===== src/crs_pkg.sv =====
// Constants shared by the chip reset sequencer and its interrupt slice.
// Assumes a single 250 MHz system clock and a synchronous reset.
package crs_pkg;
    // System clock rate.
    localparam int CLK_SYS_MHZ = 250;
    // Internal RC oscillator rate while no other source is chosen.
    localparam int RC_OSC_MHZ = 4;
    // Divider count from the system clock down to the RC rate.
    localparam int RC_DIV_CYCLES = CLK_SYS_MHZ / RC_OSC_MHZ;
    // Default wake-up count in oscillator clocks.
    localparam int WAKE_COUNT_DEF = 1024;
    // Address where fetching starts after reset.
    localparam logic [31:0] RESET_VECTOR_ADDR = 32'h0000_0000;
    // Vector table placement limits.
    localparam logic [31:0] VTAB_LIMIT = 32'h4000_0000;
    localparam int VTAB_ALIGN_BITS = 9;
    // Clock source selector codes.
    localparam logic [1:0] CLK_SEL_RC = 2'h0;
    localparam logic [1:0] CLK_SEL_XTAL = 2'h1;
    localparam logic [1:0] CLK_SEL_PLL = 2'h2;
    // Sequencer states.
    typedef enum logic [2:0] {
        CRS_HOLD = 3'b000,
        CRS_OSC = 3'b001,
        CRS_COUNT = 3'b010,
        CRS_FLASH = 3'b011,
        CRS_RUN = 3'b100
    } crs_state_t;
endpackage : crs_pkg


===== src/crs_top.sv =====
// Chip reset sequencer: merges reset sources, times the wake-up and
// runs the external interrupt inputs that can wake from power-down.
// Assumes all inputs are synchronous to clk_sys; reset is synchronous.
//
// How it works
// - Any of four reset sources asserts chip reset.
// - Reset with usable supply drives indicator low, starts wake timer.
// - Hold reset until pin released, oscillator runs, count done, flash ready.
// - Indicator goes high the cycle after release; after brownout, once supply recovers.
// - Fetch begins at address zero, the boot reset vector.
// - Edge interrupt slices hold reset values until internal reset drops.
// - Up to thirty edge inputs and one level input, each on its own port.
// - External interrupt can wake processor from power-down when enabled.
// - Run from RC oscillator at 4 MHz after power-up and wake.
// - Wake timer monitors crystal and reports when it is stable.
`timescale 1ns/1ps
module crs_top
    import crs_pkg::*;
#(
    parameter int NUM_EDGE_IRQ = 30,
    parameter int WAKE_COUNT = WAKE_COUNT_DEF
)
(
    // Clock and reset.
    input wire logic clk_sys,
    input wire logic reset,
    // Reset sources.
    input wire logic reset_pin_n,
    input wire logic watchdog_timeout,
    input wire logic power_on_detect,
    input wire logic brownout_detect,
    input wire logic supply_usable,
    // Oscillator and flash status.
    input wire logic xtal_running,
    input wire logic flash_init_done,
    // Software controls.
    input wire logic [1:0] clk_src_sel,
    input wire logic [31:0] vtab_offset,
    input wire logic [NUM_EDGE_IRQ-1:0] edge_irq_pin,
    input wire logic [NUM_EDGE_IRQ-1:0] edge_irq_enable,
    input wire logic [NUM_EDGE_IRQ-1:0] edge_irq_clear,
    input wire logic level_irq_pin,
    input wire logic level_irq_enable,
    input wire logic wake_enable,
    input wire logic power_down,
    // Outputs.
    output logic chip_reset,
    output logic internal_reset,
    output logic reset_indicator_out,
    output logic xtal_stable,
    output logic rc_clk_en,
    output logic clk_from_rc,
    output logic [31:0] fetch_addr,
    output logic fetch_start,
    output logic vtab_ok,
    output logic [NUM_EDGE_IRQ-1:0] edge_irq_pending,
    output logic level_irq_active,
    output logic wake_request,
    output logic power_down_active
);
    // Refuses parameter values that the logic cannot serve.
    if (NUM_EDGE_IRQ < 1 || NUM_EDGE_IRQ > 30)
    begin : g_bad_irq_count
        $error("NUM_EDGE_IRQ must be 1 to 30");
    end
    if (WAKE_COUNT < 1)
    begin : g_bad_wake_count
        $error("WAKE_COUNT must be at least 1");
    end

    localparam int CW = $clog2(WAKE_COUNT + 1);
    localparam int DW = $clog2(RC_DIV_CYCLES + 1);
    localparam logic [CW-1:0] WAKE_LAST = CW'(WAKE_COUNT - 1);
    localparam logic [DW-1:0] DIV_LAST = DW'(RC_DIV_CYCLES - 1);

    crs_state_t state_q;
    crs_state_t state_d;
    logic [CW-1:0] cnt_q;
    logic [CW-1:0] cnt_d;
    logic [DW-1:0] div_q;
    logic [DW-1:0] div_d;
    logic reset_indicator_out_q;
    logic reset_indicator_out_d;
    logic bod_seen_q;
    logic bod_seen_d;
    logic pd_q;
    logic pd_d;
    logic wake_rc_q;
    logic wake_rc_d;
    logic fetch_q;
    logic fetch_d;
    logic src_any;
    logic rc_tick;
    logic any_irq;

    assign src_any = !reset_pin_n || watchdog_timeout || power_on_detect ||
                     brownout_detect;
    assign chip_reset = src_any || reset;

    assign rc_tick = (div_q == DIV_LAST);
    always_comb
    begin
        div_d = rc_tick ? '0 : DW'(div_q + 1'b1);
    end

    always_comb
    begin
        state_d = state_q;
        cnt_d = cnt_q;
        fetch_d = 1'b0;
        if (src_any && supply_usable)
        begin
            state_d = CRS_HOLD;
            cnt_d = '0;
        end
        else
        begin
            case (state_q)
                CRS_HOLD:
                    if (reset_pin_n)
                        state_d = CRS_OSC;
                CRS_OSC:
                    if (xtal_running)
                    begin
                        state_d = CRS_COUNT;
                        cnt_d = '0;
                    end
                CRS_COUNT:
                    if (!xtal_running)
                        state_d = CRS_OSC;
                    else if (rc_tick)
                    begin
                        if (cnt_q == WAKE_LAST)
                            state_d = CRS_FLASH;
                        else
                            cnt_d = CW'(cnt_q + 1'b1);
                    end
                CRS_FLASH:
                    if (flash_init_done)
                    begin
                        state_d = CRS_RUN;
                        fetch_d = 1'b1;
                    end
                CRS_RUN:
                    state_d = CRS_RUN;
                default:
                    state_d = CRS_HOLD;
            endcase
        end
    end

    always_comb
    begin
        bod_seen_d = bod_seen_q || brownout_detect;
        reset_indicator_out_d = reset_indicator_out_q;
        if (src_any && supply_usable)
            reset_indicator_out_d = 1'b0;
        else if (state_q == CRS_RUN && !(bod_seen_q && brownout_detect))
        begin
            reset_indicator_out_d = 1'b1;
            bod_seen_d = brownout_detect;
        end
    end

    always_comb
    begin
        pd_d = pd_q;
        // RC after wake.
        // Software leaves RC after a wake by selecting RC, then its source.
        wake_rc_d = pd_q || (wake_rc_q && clk_src_sel != CLK_SEL_RC);
        if (pd_q && wake_enable && any_irq)
            pd_d = 1'b0;
        else if (power_down && state_q == CRS_RUN)
            pd_d = 1'b1;
    end

    always_ff @(posedge clk_sys)
    begin
        if (reset || (src_any && supply_usable))
        begin
            state_q <= CRS_HOLD;
            cnt_q <= '0;
            div_q <= '0;
            reset_indicator_out_q <= 1'b0;
            bod_seen_q <= 1'b0;
            pd_q <= 1'b0;
            wake_rc_q <= 1'b0;
            fetch_q <= 1'b0;
        end
        else
        begin
            state_q <= state_d;
            cnt_q <= cnt_d;
            div_q <= div_d;
            reset_indicator_out_q <= reset_indicator_out_d;
            bod_seen_q <= bod_seen_d;
            pd_q <= pd_d;
            wake_rc_q <= wake_rc_d;
            fetch_q <= fetch_d;
        end
    end

    genvar gi;
    generate
        for (gi = 0; gi < NUM_EDGE_IRQ; gi++)
        begin : g_edge
            crs_edge_irq u_edge (
                .clk_sys(clk_sys),
                .reset(internal_reset),
                .pin_in(edge_irq_pin[gi]),
                .enable(edge_irq_enable[gi]),
                .clear(edge_irq_clear[gi]),
                .pending(edge_irq_pending[gi])
            );
        end
    endgenerate

    assign level_irq_active = level_irq_pin && level_irq_enable;
    assign any_irq = level_irq_active || (|edge_irq_pending);

    assign internal_reset = (state_q != CRS_RUN) || src_any || reset;
    assign reset_indicator_out = reset_indicator_out_q;
    assign xtal_stable = (state_q == CRS_FLASH) || (state_q == CRS_RUN);
    // RC clock until switched, and after wake.
    assign clk_from_rc = internal_reset || pd_q || wake_rc_q ||
                         (clk_src_sel == CLK_SEL_RC);
    assign rc_clk_en = rc_tick;
    assign fetch_addr = RESET_VECTOR_ADDR;
    assign fetch_start = fetch_q;
    assign vtab_ok = (vtab_offset < VTAB_LIMIT) &&
                     (vtab_offset[VTAB_ALIGN_BITS-1:0] == '0);
    assign wake_request = pd_q && wake_enable && any_irq;
    assign power_down_active = pd_q;
endmodule : crs_top


===== src/crs_edge_irq.sv =====
// One edge-sensitive external interrupt input with a pending flag.
// Assumes the pin is already synchronous to clk_sys.
`timescale 1ns/1ps
module crs_edge_irq
    import crs_pkg::*;
(
    // Clock and reset.
    input wire logic clk_sys,
    input wire logic reset,
    // Pin and control.
    input wire logic pin_in,
    input wire logic enable,
    input wire logic clear,
    // Result.
    output logic pending
);
    logic prev_q;
    logic prev_d;
    logic pend_q;
    logic pend_d;

    // Rising edge sets the flag; an edge beats a clear in the same cycle.
    always_comb
    begin
        prev_d = pin_in;
        pend_d = pend_q;
        if (clear)
        begin
            pend_d = 1'b0;
        end
        if (enable && pin_in && !prev_q)
        begin
            pend_d = 1'b1;
        end
    end

    // Registers the edge state.
    always_ff @(posedge clk_sys)
    begin
        if (reset)
        begin
            prev_q <= 1'b0;
            pend_q <= 1'b0;
        end
        else
        begin
            prev_q <= prev_d;
            pend_q <= pend_d;
        end
    end

    assign pending = pend_q;
endmodule : crs_edge_irq


===== config.mk =====
export PLATFORM = sky130hd
export DESIGN_NAME = crs_top
export DESIGN_NICKNAME = d
export VERILOG_FILES = /design/src/crs_pkg.sv /design/src/crs_top.sv /design/src/crs_edge_irq.sv
export SDC_FILE = /design/constraint.sdc
export NUM_CORES = 1
export LEC_CHECK = 0
export ABC_AREA = 0
export BUFFER_PORTS_ARGS = -buffer_cell sky130_fd_sc_hd__buf_2
export CORE_MARGIN = 3
export CORE_UTILIZATION = 30
export DETAILED_ROUTE_END_ITERATION = 12
export PLACE_DENSITY = 0.65
export SLEW_MARGIN = 10
export SYNTH_ARGS = -nofsm -noshare
export SYNTH_HDL_FRONTEND = slang
export SYNTH_SLANG_ARGS = --single-unit

===== constraint.sdc =====
create_clock -name clk_sys -period 2 [get_ports clk_sys]
set_input_delay 0.3 -clock clk_sys [delete_from_list [all_inputs] [get_ports clk_sys]]
set_output_delay 0.3 -clock clk_sys [all_outputs]
set_load 0.02 [all_outputs]

==> impl_metrics.py, run 1 <==
metrics = {
    "status": {
        "status": "complete, but fails checks",
        "failed_checks": "negative setup slack",
    },
    "place": {
        "dp_slack_ps": -279,
        "place.detailed.hpwl_microns": 7710,
        "gp_congestion": 0.795,
        "detailed_place.area_sq_um": 4510,
        "buffer_ports.inserted": 156,
    },
    "yosys": {
        "synth_top_cell_by_area": "sky130_fd_sc_hd__dfxtp_1",
        "asyncSetResetFlopFracSynth": 0,
        "synth_compound_gate_area_share": 0.108,
        "synth_simple_gate_area_share": 0.284,
        "synth.top_cell.area_share": 0.446,
        "fraction_of_synthesized_cell_area_in_xor_and_xnor_cells": 0.00918,
        "synth_mux_area_frac": 0,
        "ys_top_cells_by_area": "sky130_fd_sc_hd__dfxtp_1 45%, sky130_fd_sc_hd__buf_4 12%, sky130_fd_sc_hd__nand3b_1 6.1%",
        "synth_top_family_by_area": "simple AND/OR/NAND/NOR gates",
        "synth_seq_cells": 85,
        "synth_cell_types": 44,
        "syn-mean-instance-area_sq_um": 9.10,
        "synth_warnings": 0,
        "synth_edf_count": 0,
        "synth_ff_type": "sky130_fd_sc_hd__dfxtp_1",
        "seq_area_frac_synth": 0.446,
        "synth-adder-area-share": 0.00984,
        "synth.cell_area_sq_um": 3810,
        "post_synth_inst_count": 419,
    },
    "routing": {
        "drt_first_iter_violations": 173,
        "post_route_m1_wl_microns": 4140,
        "routed-wl-met3_microns": 665,
        "route.met2.wl_microns": 4830,
        "drtPass1Iterations": 4,
        "routedWlPerCell_microns": 13.3,
        "route.antenna.remaining_nets": 0,
        "drt-vias-per-instance": 4.44,
        "route.top_layer_used": "met4",
        "drt_drc_violations_left": 0,
        "postRouteWirelength_microns": 9750,
        "detailroute.via_count": 3243,
    },
    "floorplan": {
        "design.portCount": 210,
        "chipHeight_microns": 119,
        "initial_utilization": 0.312,
        "chipWidth_microns": 119,
        "floorplan_core_area_sq_um": 12200,
        "design.die.area_sq_um": 14100,
        "rows": 40,
    },
    "timing": {
        "whs_ps": 175,
        "grt_setup_unrepaired": "true",
        "maxSlewViolCount": 0,
        "final.min_clock_period_ps": 2240,
        "final.setup.worst_slack_ps": -240,
        "setup_violations": 2,
        "clock_skews_ps": 8.41,
        "fmax_mhz": 446,
        "timing_hold_violations_final": 0,
        "timing.final.crit_share": 1.12,
    },
    "clock_network": {
        "clk_root_buffer_cell": "sky130_fd_sc_hd__clkbuf_16",
        "cts.htree.levels": 3,
        "ctsHoldBuffers": 0,
        "tritoncts_clock_tree": "built",
        "cts_made_buffers": 9,
        "worst_case_clock_buffer_depth": 2,
        "worst_skew_pair.late_latency_ps": 340,
        "cts_sinks": 85,
        "clock_slew_seen_by_the_registers_of_the_worst_setup_and_hold_paths_ps": 60,
    },
    "pwr": {
        "finalPower_mw": 3.63,
        "power.static_leakage_nw": 2.15,
        "p_per_area_nw_per_um2": 743,
        "vdd_ir_drop_max_uv": 334,
    },
    "layout": {
        "finalInstanceArea_sq_um": 4880,
        "layout.cells.most_common_list": "153 x sky130_fd_sc_hd__buf_2, 83 x sky130_fd_sc_hd__dfxtp_1, 40 x sky130_fd_sc_hd__a21oi_1",
        "insertedDiodeCount": 0,
        "final_common_cell": "sky130_fd_sc_hd__buf_2",
        "layout.core_utilization": 0.400,
        "post_route_cells_drive_above_1_share": 0.355,
        "layout_net_count": 698,
        "layout_area_overhead_pct": 28.0,
    },
    "global_route": {
        "grt_util_all_layers": 0.137,
        "grt_overflow": 0,
        "first_global_vias": 3096,
        "pin_count_of_the_biggest_net_entering_global_routing": 32,
        "first_pass_grt_wire_length_microns": 15200,
        "antenna_found_initial": 0,
    },
    "run": {
        "cap_viol_max_count": 0,
    },
    "critical_path": {
        "worst-path-max-fanout": 2,
        "req_time_crit_path_ps": 1700,
        "worstSetupPathType": "input pin to primary output",
        "worst_setup_start_kind": "input pin",
        "crit_path_end_kind": "primary output",
        "data_arrival_critical_path_ps": 1940,
    },
    "worst_hold_path": {
        "hp-class": "input pin to flip-flop",
    },
}
[Yosys cell counts (all sizes together) (4+ instances only)]
cell / n
a21oi: 41
a31oi: 5
a41oi: 4
and2: 31
buf: 63
clkbuf: 9
dfxtp: 85
inv: 10
nand2: 9
nand2b: 31
nand3: 10
nand3b: 31
nand4: 11
nor2: 18
nor2b: 5
nor3: 4
nor4: 12
o211ai: 5
o21ai: 7
[cell families (layout without fill, tap and decap cells)]
| kind of cell | count (synthesis) | in the layout |
|---|---|---|
| compound gates | 70 | 70 |
| flops | 85 | 85 |
| xor+xnor | 4 | 4 |
| buf+inv | 82 | 195 |
| simple gates | 174 | 174 |
| fa+ha+maj | 3 | 3 |
| other cells | 1 | 32 |
[flip-flops by register name (all words and copies together) (netlist names)]
signal and flops:
g_edge.u_edge.pending 30, g_edge.u_edge.prev_q 30, div_q 6, reset_indicator_out 1, wake_rc_q 1, state_q 3, bod_seen_q 1, cnt_q 11
power_down_active 1, fetch_start 1
[critical path: stages]
cell and delay (ps):
sky130_fd_sc_hd__buf_6 90, sky130_fd_sc_hd__or4b_4 520, sky130_fd_sc_hd__or2_4 250, sky130_fd_sc_hd__nor2_4 100
sky130_fd_sc_hd__inv_2 50, sky130_fd_sc_hd__or4_4 480, sky130_fd_sc_hd__buf_6 150
[where the power goes]
part / leakage, nW / switching (mW) / internal, mW / total, mW
combinational: 1.32 / 0.138 / 0.121 / 0.259
sequential: 0.686 / 0.00422 / 1.70 / 1.70
clock: 0.152 / 0.670 / 0.998 / 1.67
total: 2.15 / 0.812 / 2.82 / 3.63
[area by class of cell]
class                           count  area (sq um)
Timing Repair Buffer              169           893
Inverter                           10          37.5
Fill cell                        1257          7330
Clock buffer                       10           239
Clock inverter                      6          62.6
Multi-Input combinational cell    283          1740
Sequential cell                    85          1700
Tap cell                          168           210
[final timing paths]
path / from / to / slack (ps) / cells past startpoint
setup / recovery: watchdog_timeout / clk_from_rc / -240 / 7
hold / removal: edge_irq_pin[6] / g_edge[6].u_edge.prev_q / 180 / 2
setup reg to reg: state_q[1] / cnt_q[7] / 240 / 5
hold reg to reg: cnt_q[10] / cnt_q[10] / 460 / 2
[what timing repair did]
action	CTS	global route
hold endpoints to repair	0	0
setup endpoints to repair	3	8
setup buffers	1	0
resized for setup	12	2
pin swaps	4	1
[per-stage QoR]
| step | instances | TNS, ps |
|---|---|---|
| 4_1_cts | 731 | -317 |
| 5_1_grt | 731 | -458 |
| 2_1_floorplan | 450 | -209 |
| 6_report | 731 | -308 |
| 3_5_place_dp | 714 | -493 |
| 3_3_place_gp | 714 | -363 |
[routing by layer]
metal	vias up	track usage
li1	1646	-
met1	1471	0.161
met2	117	0.230
met3	9	0.0493
met4	0	0.0521
met5	-	0
Note: power is estimated with default switching activity, not from simulation.
==> inputs of run 2 (changes only) <==
--- a/config.mk
+++ b/config.mk
@@ -7,6 +7,7 @@
 export LEC_CHECK = 0
 export ABC_AREA = 0
 export BUFFER_PORTS_ARGS = -buffer_cell sky130_fd_sc_hd__buf_2
+export CORE_ASPECT_RATIO = 0.8
 export CORE_MARGIN = 3
 export CORE_UTILIZATION = 30
 export DETAILED_ROUTE_END_ITERATION = 12
==> impl_metrics.py, run 2 (synthesis gave the netlist of run 1 again) <==
metrics = {
    "timing": {
        "setup_violations": 2,
        "timing.slew.headroom": 0.664,
        "final_setup_tns_ps": -306,
        "final.setup.worst_slack_ps": -241,
        "fmax_mhz": 446,
        "timing_hold_violations_final": 0,
        "worst_pin_slew_ps": 497,
        "final.min_clock_period_ps": 2240,
        "timing.final.crit_share": 1.12,
        "maxSlewViolCount": 0,
        "grt_setup_unrepaired": "true",
        "clock_skews_ps": 7.33,
    },
    "clock_network": {
        "worst_skew_pair.late_latency_ps": 330,
        "clock_slew_seen_by_the_registers_of_the_worst_setup_and_hold_paths_ps": 60,
        "worst_case_clock_buffer_depth": 2,
        "cts_made_buffers": 9,
        "cts_post_setup_buffers_inserted": 0,
        "cts_sinks": 85,
        "clk_root_buffer_cell": "sky130_fd_sc_hd__clkbuf_16",
        "ctsHoldBuffers": 0,
        "cts.htree.levels": 3,
        "tritoncts_clock_tree": "built",
    },
    "pwr": {
        "p_comb_frac": 0.072,
        "power_frac_seq": 0.472,
        "p_per_area_nw_per_um2": 742,
        "power.switching_uw": 788,
        "internal_power_mw": 2.82,
        "vdd_ir_drop_max_uv": 500,
        "finalPower_mw": 3.61,
        "power.static_leakage_nw": 2.13,
        "p_clk_frac": 0.456,
        "sw_frac_of_total": 0.219,
    },
    "global_route": {
        "pin_count_of_the_biggest_net_entering_global_routing": 32,
        "first_pass_grt_wire_length_microns": 15700,
        "first_global_vias": 3306,
        "grt_overflow": 0,
        "antenna_found_initial": 2,
        "grt_util_all_layers": 0.138,
    },
    "layout": {
        "layout_area_overhead_pct": 27.4,
        "layout.cells.most_common_list": "154 x sky130_fd_sc_hd__buf_2, 85 x sky130_fd_sc_hd__dfxtp_1, 40 x sky130_fd_sc_hd__a21oi_1",
        "post_route_cells_drive_above_1_share": 0.346,
        "insertedDiodeCount": 0,
        "final_common_cell": "sky130_fd_sc_hd__buf_2",
        "layout_net_count": 695,
        "layout.core_utilization": 0.395,
        "final_cell_count_without_fillers": 731,
    },
    "place": {
        "dp_slack_ps": -303,
        "buffer_ports.inserted": 156,
        "place.detailed.hpwl_microns": 7900,
        "dpl.cell_count": 715,
        "gp_congestion": 0.803,
    },
    "routing": {
        "postRouteWirelength_microns": 10100,
        "detailroute.via_count": 3237,
        "drt-vias-per-instance": 4.43,
        "routedWlPerCell_microns": 13.8,
        "drtPass1Iterations": 4,
        "route.antenna.remaining_nets": 0,
        "drt_drc_violations_left": 0,
        "drt_first_iter_violations": 192,
    },
    "critical_path": {
        "data_arrival_critical_path_ps": 1940,
        "worst_setup_start_kind": "input pin",
        "worstSetupPathType": "input pin to primary output",
        "crit_path_end_kind": "primary output",
        "req_time_crit_path_ps": 1700,
        "worst-path-max-fanout": 2,
    },
    "run": {
        "cap_viol_max_count": 0,
    },
    "floorplan": {
        "rows": 36,
        "floorplan_core_area_sq_um": 12300,
        "design.portCount": 210,
        "chipHeight_microns": 107,
        "design.die.area_sq_um": 14100,
        "initial_utilization": 0.310,
        "chipWidth_microns": 132,
    },
    "status": {
        "failed_checks": "negative setup slack",
        "status": "complete, but fails checks",
    },
    "worst_hold_path": {
        "hp-class": "input pin to flip-flop",
    },
}
run 2: cell count changes in the layout (fill, tap and decap cells not counted), moves of 2 or more:
| cell | previous run | this run |
|---|---|---|
| sky130_fd_sc_hd__clkinv_4 | 2 | 0 |
| sky130_fd_sc_hd__clkbuf_1 | 0 | 2 |
| sky130_fd_sc_hd__dfxtp_1 | 83 | 85 |
| sky130_fd_sc_hd__buf_4 | 14 | 10 |
| sky130_fd_sc_hd__dfxtp_2 | 2 | 0 |
run 2: timing repair:
item | 4_1_cts | 5_1_grt
pin swaps | 0 | 2
setup endpoints to repair | 3 | 11
cloned | 0 | 0
gates resized for setup | 7 | 5
endpoints found under the hold margin | 0 | 0
run 2: layout make-up:
cell class | count | area (sq um)
tap | 171 | 214
clock inverter | 4 | 47.5
fill | 1253 | 7440
clock buffer | 12 | 246
sequential | 85 | 1700
timing repair buffer | 166 | 868
multi-input combinational | 283 | 1740
inverter | 10 | 37.5
run 2: final timing paths:
| path | slack [ps] | endpoint | cells past startpoint | startpoint |
|---|---|---|---|---|
| setup / recovery | -240 | clk_from_rc | 7 | watchdog_timeout |
| hold / removal | 190 | g_edge[18].u_edge.prev_q | 2 | edge_irq_pin[18] |
| setup reg to reg | 200 | cnt_q[6] | 6 | state_q[1] |
| hold reg to reg | 460 | cnt_q[10] | 2 | cnt_q[10] |
run 2: critical path, stage by stage:
cell and delay, ps:
sky130_fd_sc_hd__buf_6 90, sky130_fd_sc_hd__or4b_4 530, sky130_fd_sc_hd__or2_4 260, sky130_fd_sc_hd__nor2_4 90, sky130_fd_sc_hd__inv_2 50, sky130_fd_sc_hd__or4_4 470
sky130_fd_sc_hd__buf_6 150
run 2: per-stage QoR:
stage / hold WS (ps) / area [sq um]
2_1_floorplan: 417 / 3930
3_3_place_gp: 447 / 4500
3_5_place_dp: 449 / 4500
4_1_cts: 176 / 4830
5_1_grt: 174 / 4860
6_report: 189 / 4860
run 2: power by group through the flow:
stage	registers [mW]	logic, mW	clock network (mW)
finish	1.70	0.259	1.65
global placement	1.74	0.250	0
CTS	1.70	0.258	1.70
floorplan	1.74	0.160	0
detailed placement	1.74	0.254	0
global route	1.70	0.287	1.76
run 2: metal layers:
layer  global-route usage  part of all wire  up-vias
li1                     -                 -     1631
met1                0.165              0.43     1489
met2                0.236              0.50       97
met3               0.0455             0.062       16
met4               0.0435             0.014        4
met5                    0            0.0016        -
==> inputs of run 3 (changes only) <==
--- a/config.mk
+++ b/config.mk
@@ -6,7 +6,7 @@
 export NUM_CORES = 1
 export LEC_CHECK = 0
 export ABC_AREA = 0
-export BUFFER_PORTS_ARGS = -buffer_cell sky130_fd_sc_hd__buf_2
+export BUFFER_PORTS_ARGS = -buffer_cell sky130_fd_sc_hd__clkbuf_2
 export CORE_ASPECT_RATIO = 0.8
 export CORE_MARGIN = 3
 export CORE_UTILIZATION = 30
==> impl_metrics.py, run 3 (synthesis gave the netlist of run 1 again) <==
metrics = {
    "clock_network": {
        "cts_sinks": 85,
        "worst_case_clock_buffer_depth": 2,
        "worst_skew_pair.late_latency_ps": 330,
        "clock_slew_seen_by_the_registers_of_the_worst_setup_and_hold_paths_ps": 60,
        "cts_post_setup_buffers_inserted": 0,
        "ctsHoldBuffers": 0,
        "cts_made_buffers": 9,
        "cts.htree.levels": 3,
        "clk_root_buffer_cell": "sky130_fd_sc_hd__clkbuf_16",
        "tritoncts_clock_tree": "built",
        "cts.repair.resized": 9,
    },
    "layout": {
        "finalInstanceArea_sq_um": 4910,
        "layout.cells.most_common_list": "155 x sky130_fd_sc_hd__clkbuf_2, 85 x sky130_fd_sc_hd__dfxtp_1, 40 x sky130_fd_sc_hd__a21oi_1",
        "insertedDiodeCount": 0,
        "layout_area_overhead_pct": 28.7,
        "num-fill-cells": 1223,
        "layout.area.seq_sq_um": 1700,
        "layout_net_count": 695,
        "final_common_cell": "sky130_fd_sc_hd__clkbuf_2",
        "footprint_of_the_multi_input_gates_sq_um": 1750,
        "post_route_cells_drive_above_1_share": 0.350,
    },
    "place": {
        "buffer_ports.inserted": 156,
        "detailed_place.area_sq_um": 4500,
        "place.detailed.hpwl_microns": 7860,
        "gp_congestion": 0.826,
    },
    "floorplan": {
        "chipWidth_microns": 132,
        "floorplan_core_area_sq_um": 12300,
        "design.die.area_sq_um": 14100,
        "rows": 36,
        "chipHeight_microns": 107,
        "initial_utilization": 0.310,
        "design.portCount": 210,
    },
    "routing": {
        "postRouteWirelength_microns": 9920,
        "drtPass1Iterations": 4,
        "routedWlPerCell_microns": 13.6,
        "route.antenna.remaining_nets": 0,
        "drt_drc_violations_left": 0,
        "detailroute.via_count": 3235,
        "drt-vias-per-instance": 4.43,
        "drt_first_iter_violations": 133,
    },
    "global_route": {
        "antenna_found_initial": 0,
        "first_global_vias": 3207,
        "pin_count_of_the_biggest_net_entering_global_routing": 32,
        "grt_overflow": 0,
        "first_pass_grt_wire_length_microns": 15300,
        "grt_util_all_layers": 0.135,
    },
    "timing": {
        "final.min_clock_period_ps": 2260,
        "fmax_mhz": 443,
        "timing_hold_violations_final": 0,
        "setup_violations": 2,
        "worst_pin_slew_ps": 486,
        "whs_ps": 189,
        "maxSlewViolCount": 0,
        "grt_setup_unrepaired": "true",
        "final.setup.worst_slack_ps": -258,
        "timing.slew.headroom": 0.671,
        "final_setup_tns_ps": -327,
        "timing.final.crit_share": 1.13,
        "clock_skews_ps": 5.80,
    },
    "critical_path": {
        "ff2ff_setup_slack_ps": 260,
        "worst_r2r_end": "cnt_q[4]",
        "cpPeakStageDelay_ps": 530,
        "crit_path_end_kind": "primary output",
        "crit_path_end": "clk_from_rc",
        "req_time_crit_path_ps": 1700,
        "data_arrival_critical_path_ps": 1960,
        "r2r_start": "cnt_q[0]",
        "slowest_stage": "sky130_fd_sc_hd__or4b_4",
        "worst_setup_start_kind": "input pin",
        "worstSetupPathType": "input pin to primary output",
        "ff2ff_path_depth": 5,
        "cp_cell_sequence": "clkbuf_2 > or4b_4 > or2_4 > nor2_4 > inv_2 > or4_4 > buf_8",
        "worst-path-max-fanout": 2,
        "startpoint": "watchdog_timeout",
    },
    "status": {
        "failed_checks": "negative setup slack",
        "status": "complete, but fails checks",
    },
    "pwr": {
        "vdd_ir_drop_max_uv": 391,
        "finalPower_mw": 3.85,
        "p_per_area_nw_per_um2": 783,
        "power.static_leakage_nw": 2.15,
    },
    "worst_hold_path": {
        "hp-class": "input pin to flip-flop",
    },
    "run": {
        "cap_viol_max_count": 0,
    },
}
==> run 3: layout make-up <==
type	count	share of cell area
multi-input combinational	283	0.357
tap	171	0.0436
clock buffer	10	0.0466
sequential	85	0.347
clock inverter	6	0.0227
timing repair buffer	166	0.176
inverter	10	0.00765
==> run 3: per-layer routing <==
metal  global-route usage  vias to the layer above  wire, microns
met1                0.164                     1489           4300
li1                     -                     1639              -
met3               0.0371                       10            549
met4               0.0405                        0            110
met2                0.233                       97           4960
met5                    0                        -              0
==> run 3: stage by stage <==
stage	setup WS, ps	std cells	util
2_1_floorplan	-209	450	-
3_3_place_gp	-289	715	0.366
3_5_place_dp	-316	715	0.366
4_1_cts	-285	731	0.398
5_1_grt	-292	731	0.399
6_report	-258	731	0.399
==> run 3: how the worst min path moves through the flow <==
stage | end | start | depth (start not counted) | slack (ps)
after floorplan | bod_seen_q | brownout_detect | 2 | 420
after global placement | cnt_q[10] | cnt_q[10] | 2 | 450
after detailed placement | cnt_q[10] | cnt_q[10] | 2 | 450
after CTS | g_edge[27].u_edge.prev_q | edge_irq_pin[27] | 2 | 170
after global routing | g_edge[12].u_edge.prev_q | edge_irq_pin[12] | 2 | 180
final | g_edge[19].u_edge.prev_q | edge_irq_pin[19] | 2 | 190
==> run 3: critical path: cells and delay by family <==
kind | cells | cell delay (ps)
and+or+nand+nor | 4 | 1370
buffers and inverters | 3 | 280
==> run 3: power breakdown <==
group / internal, mW / total, mW / switching (mW)
sequential: 1.70 / 1.70 / 0.00375
combinational: 0.121 / 0.258 / 0.137
clock: 1.22 / 1.89 / 0.667
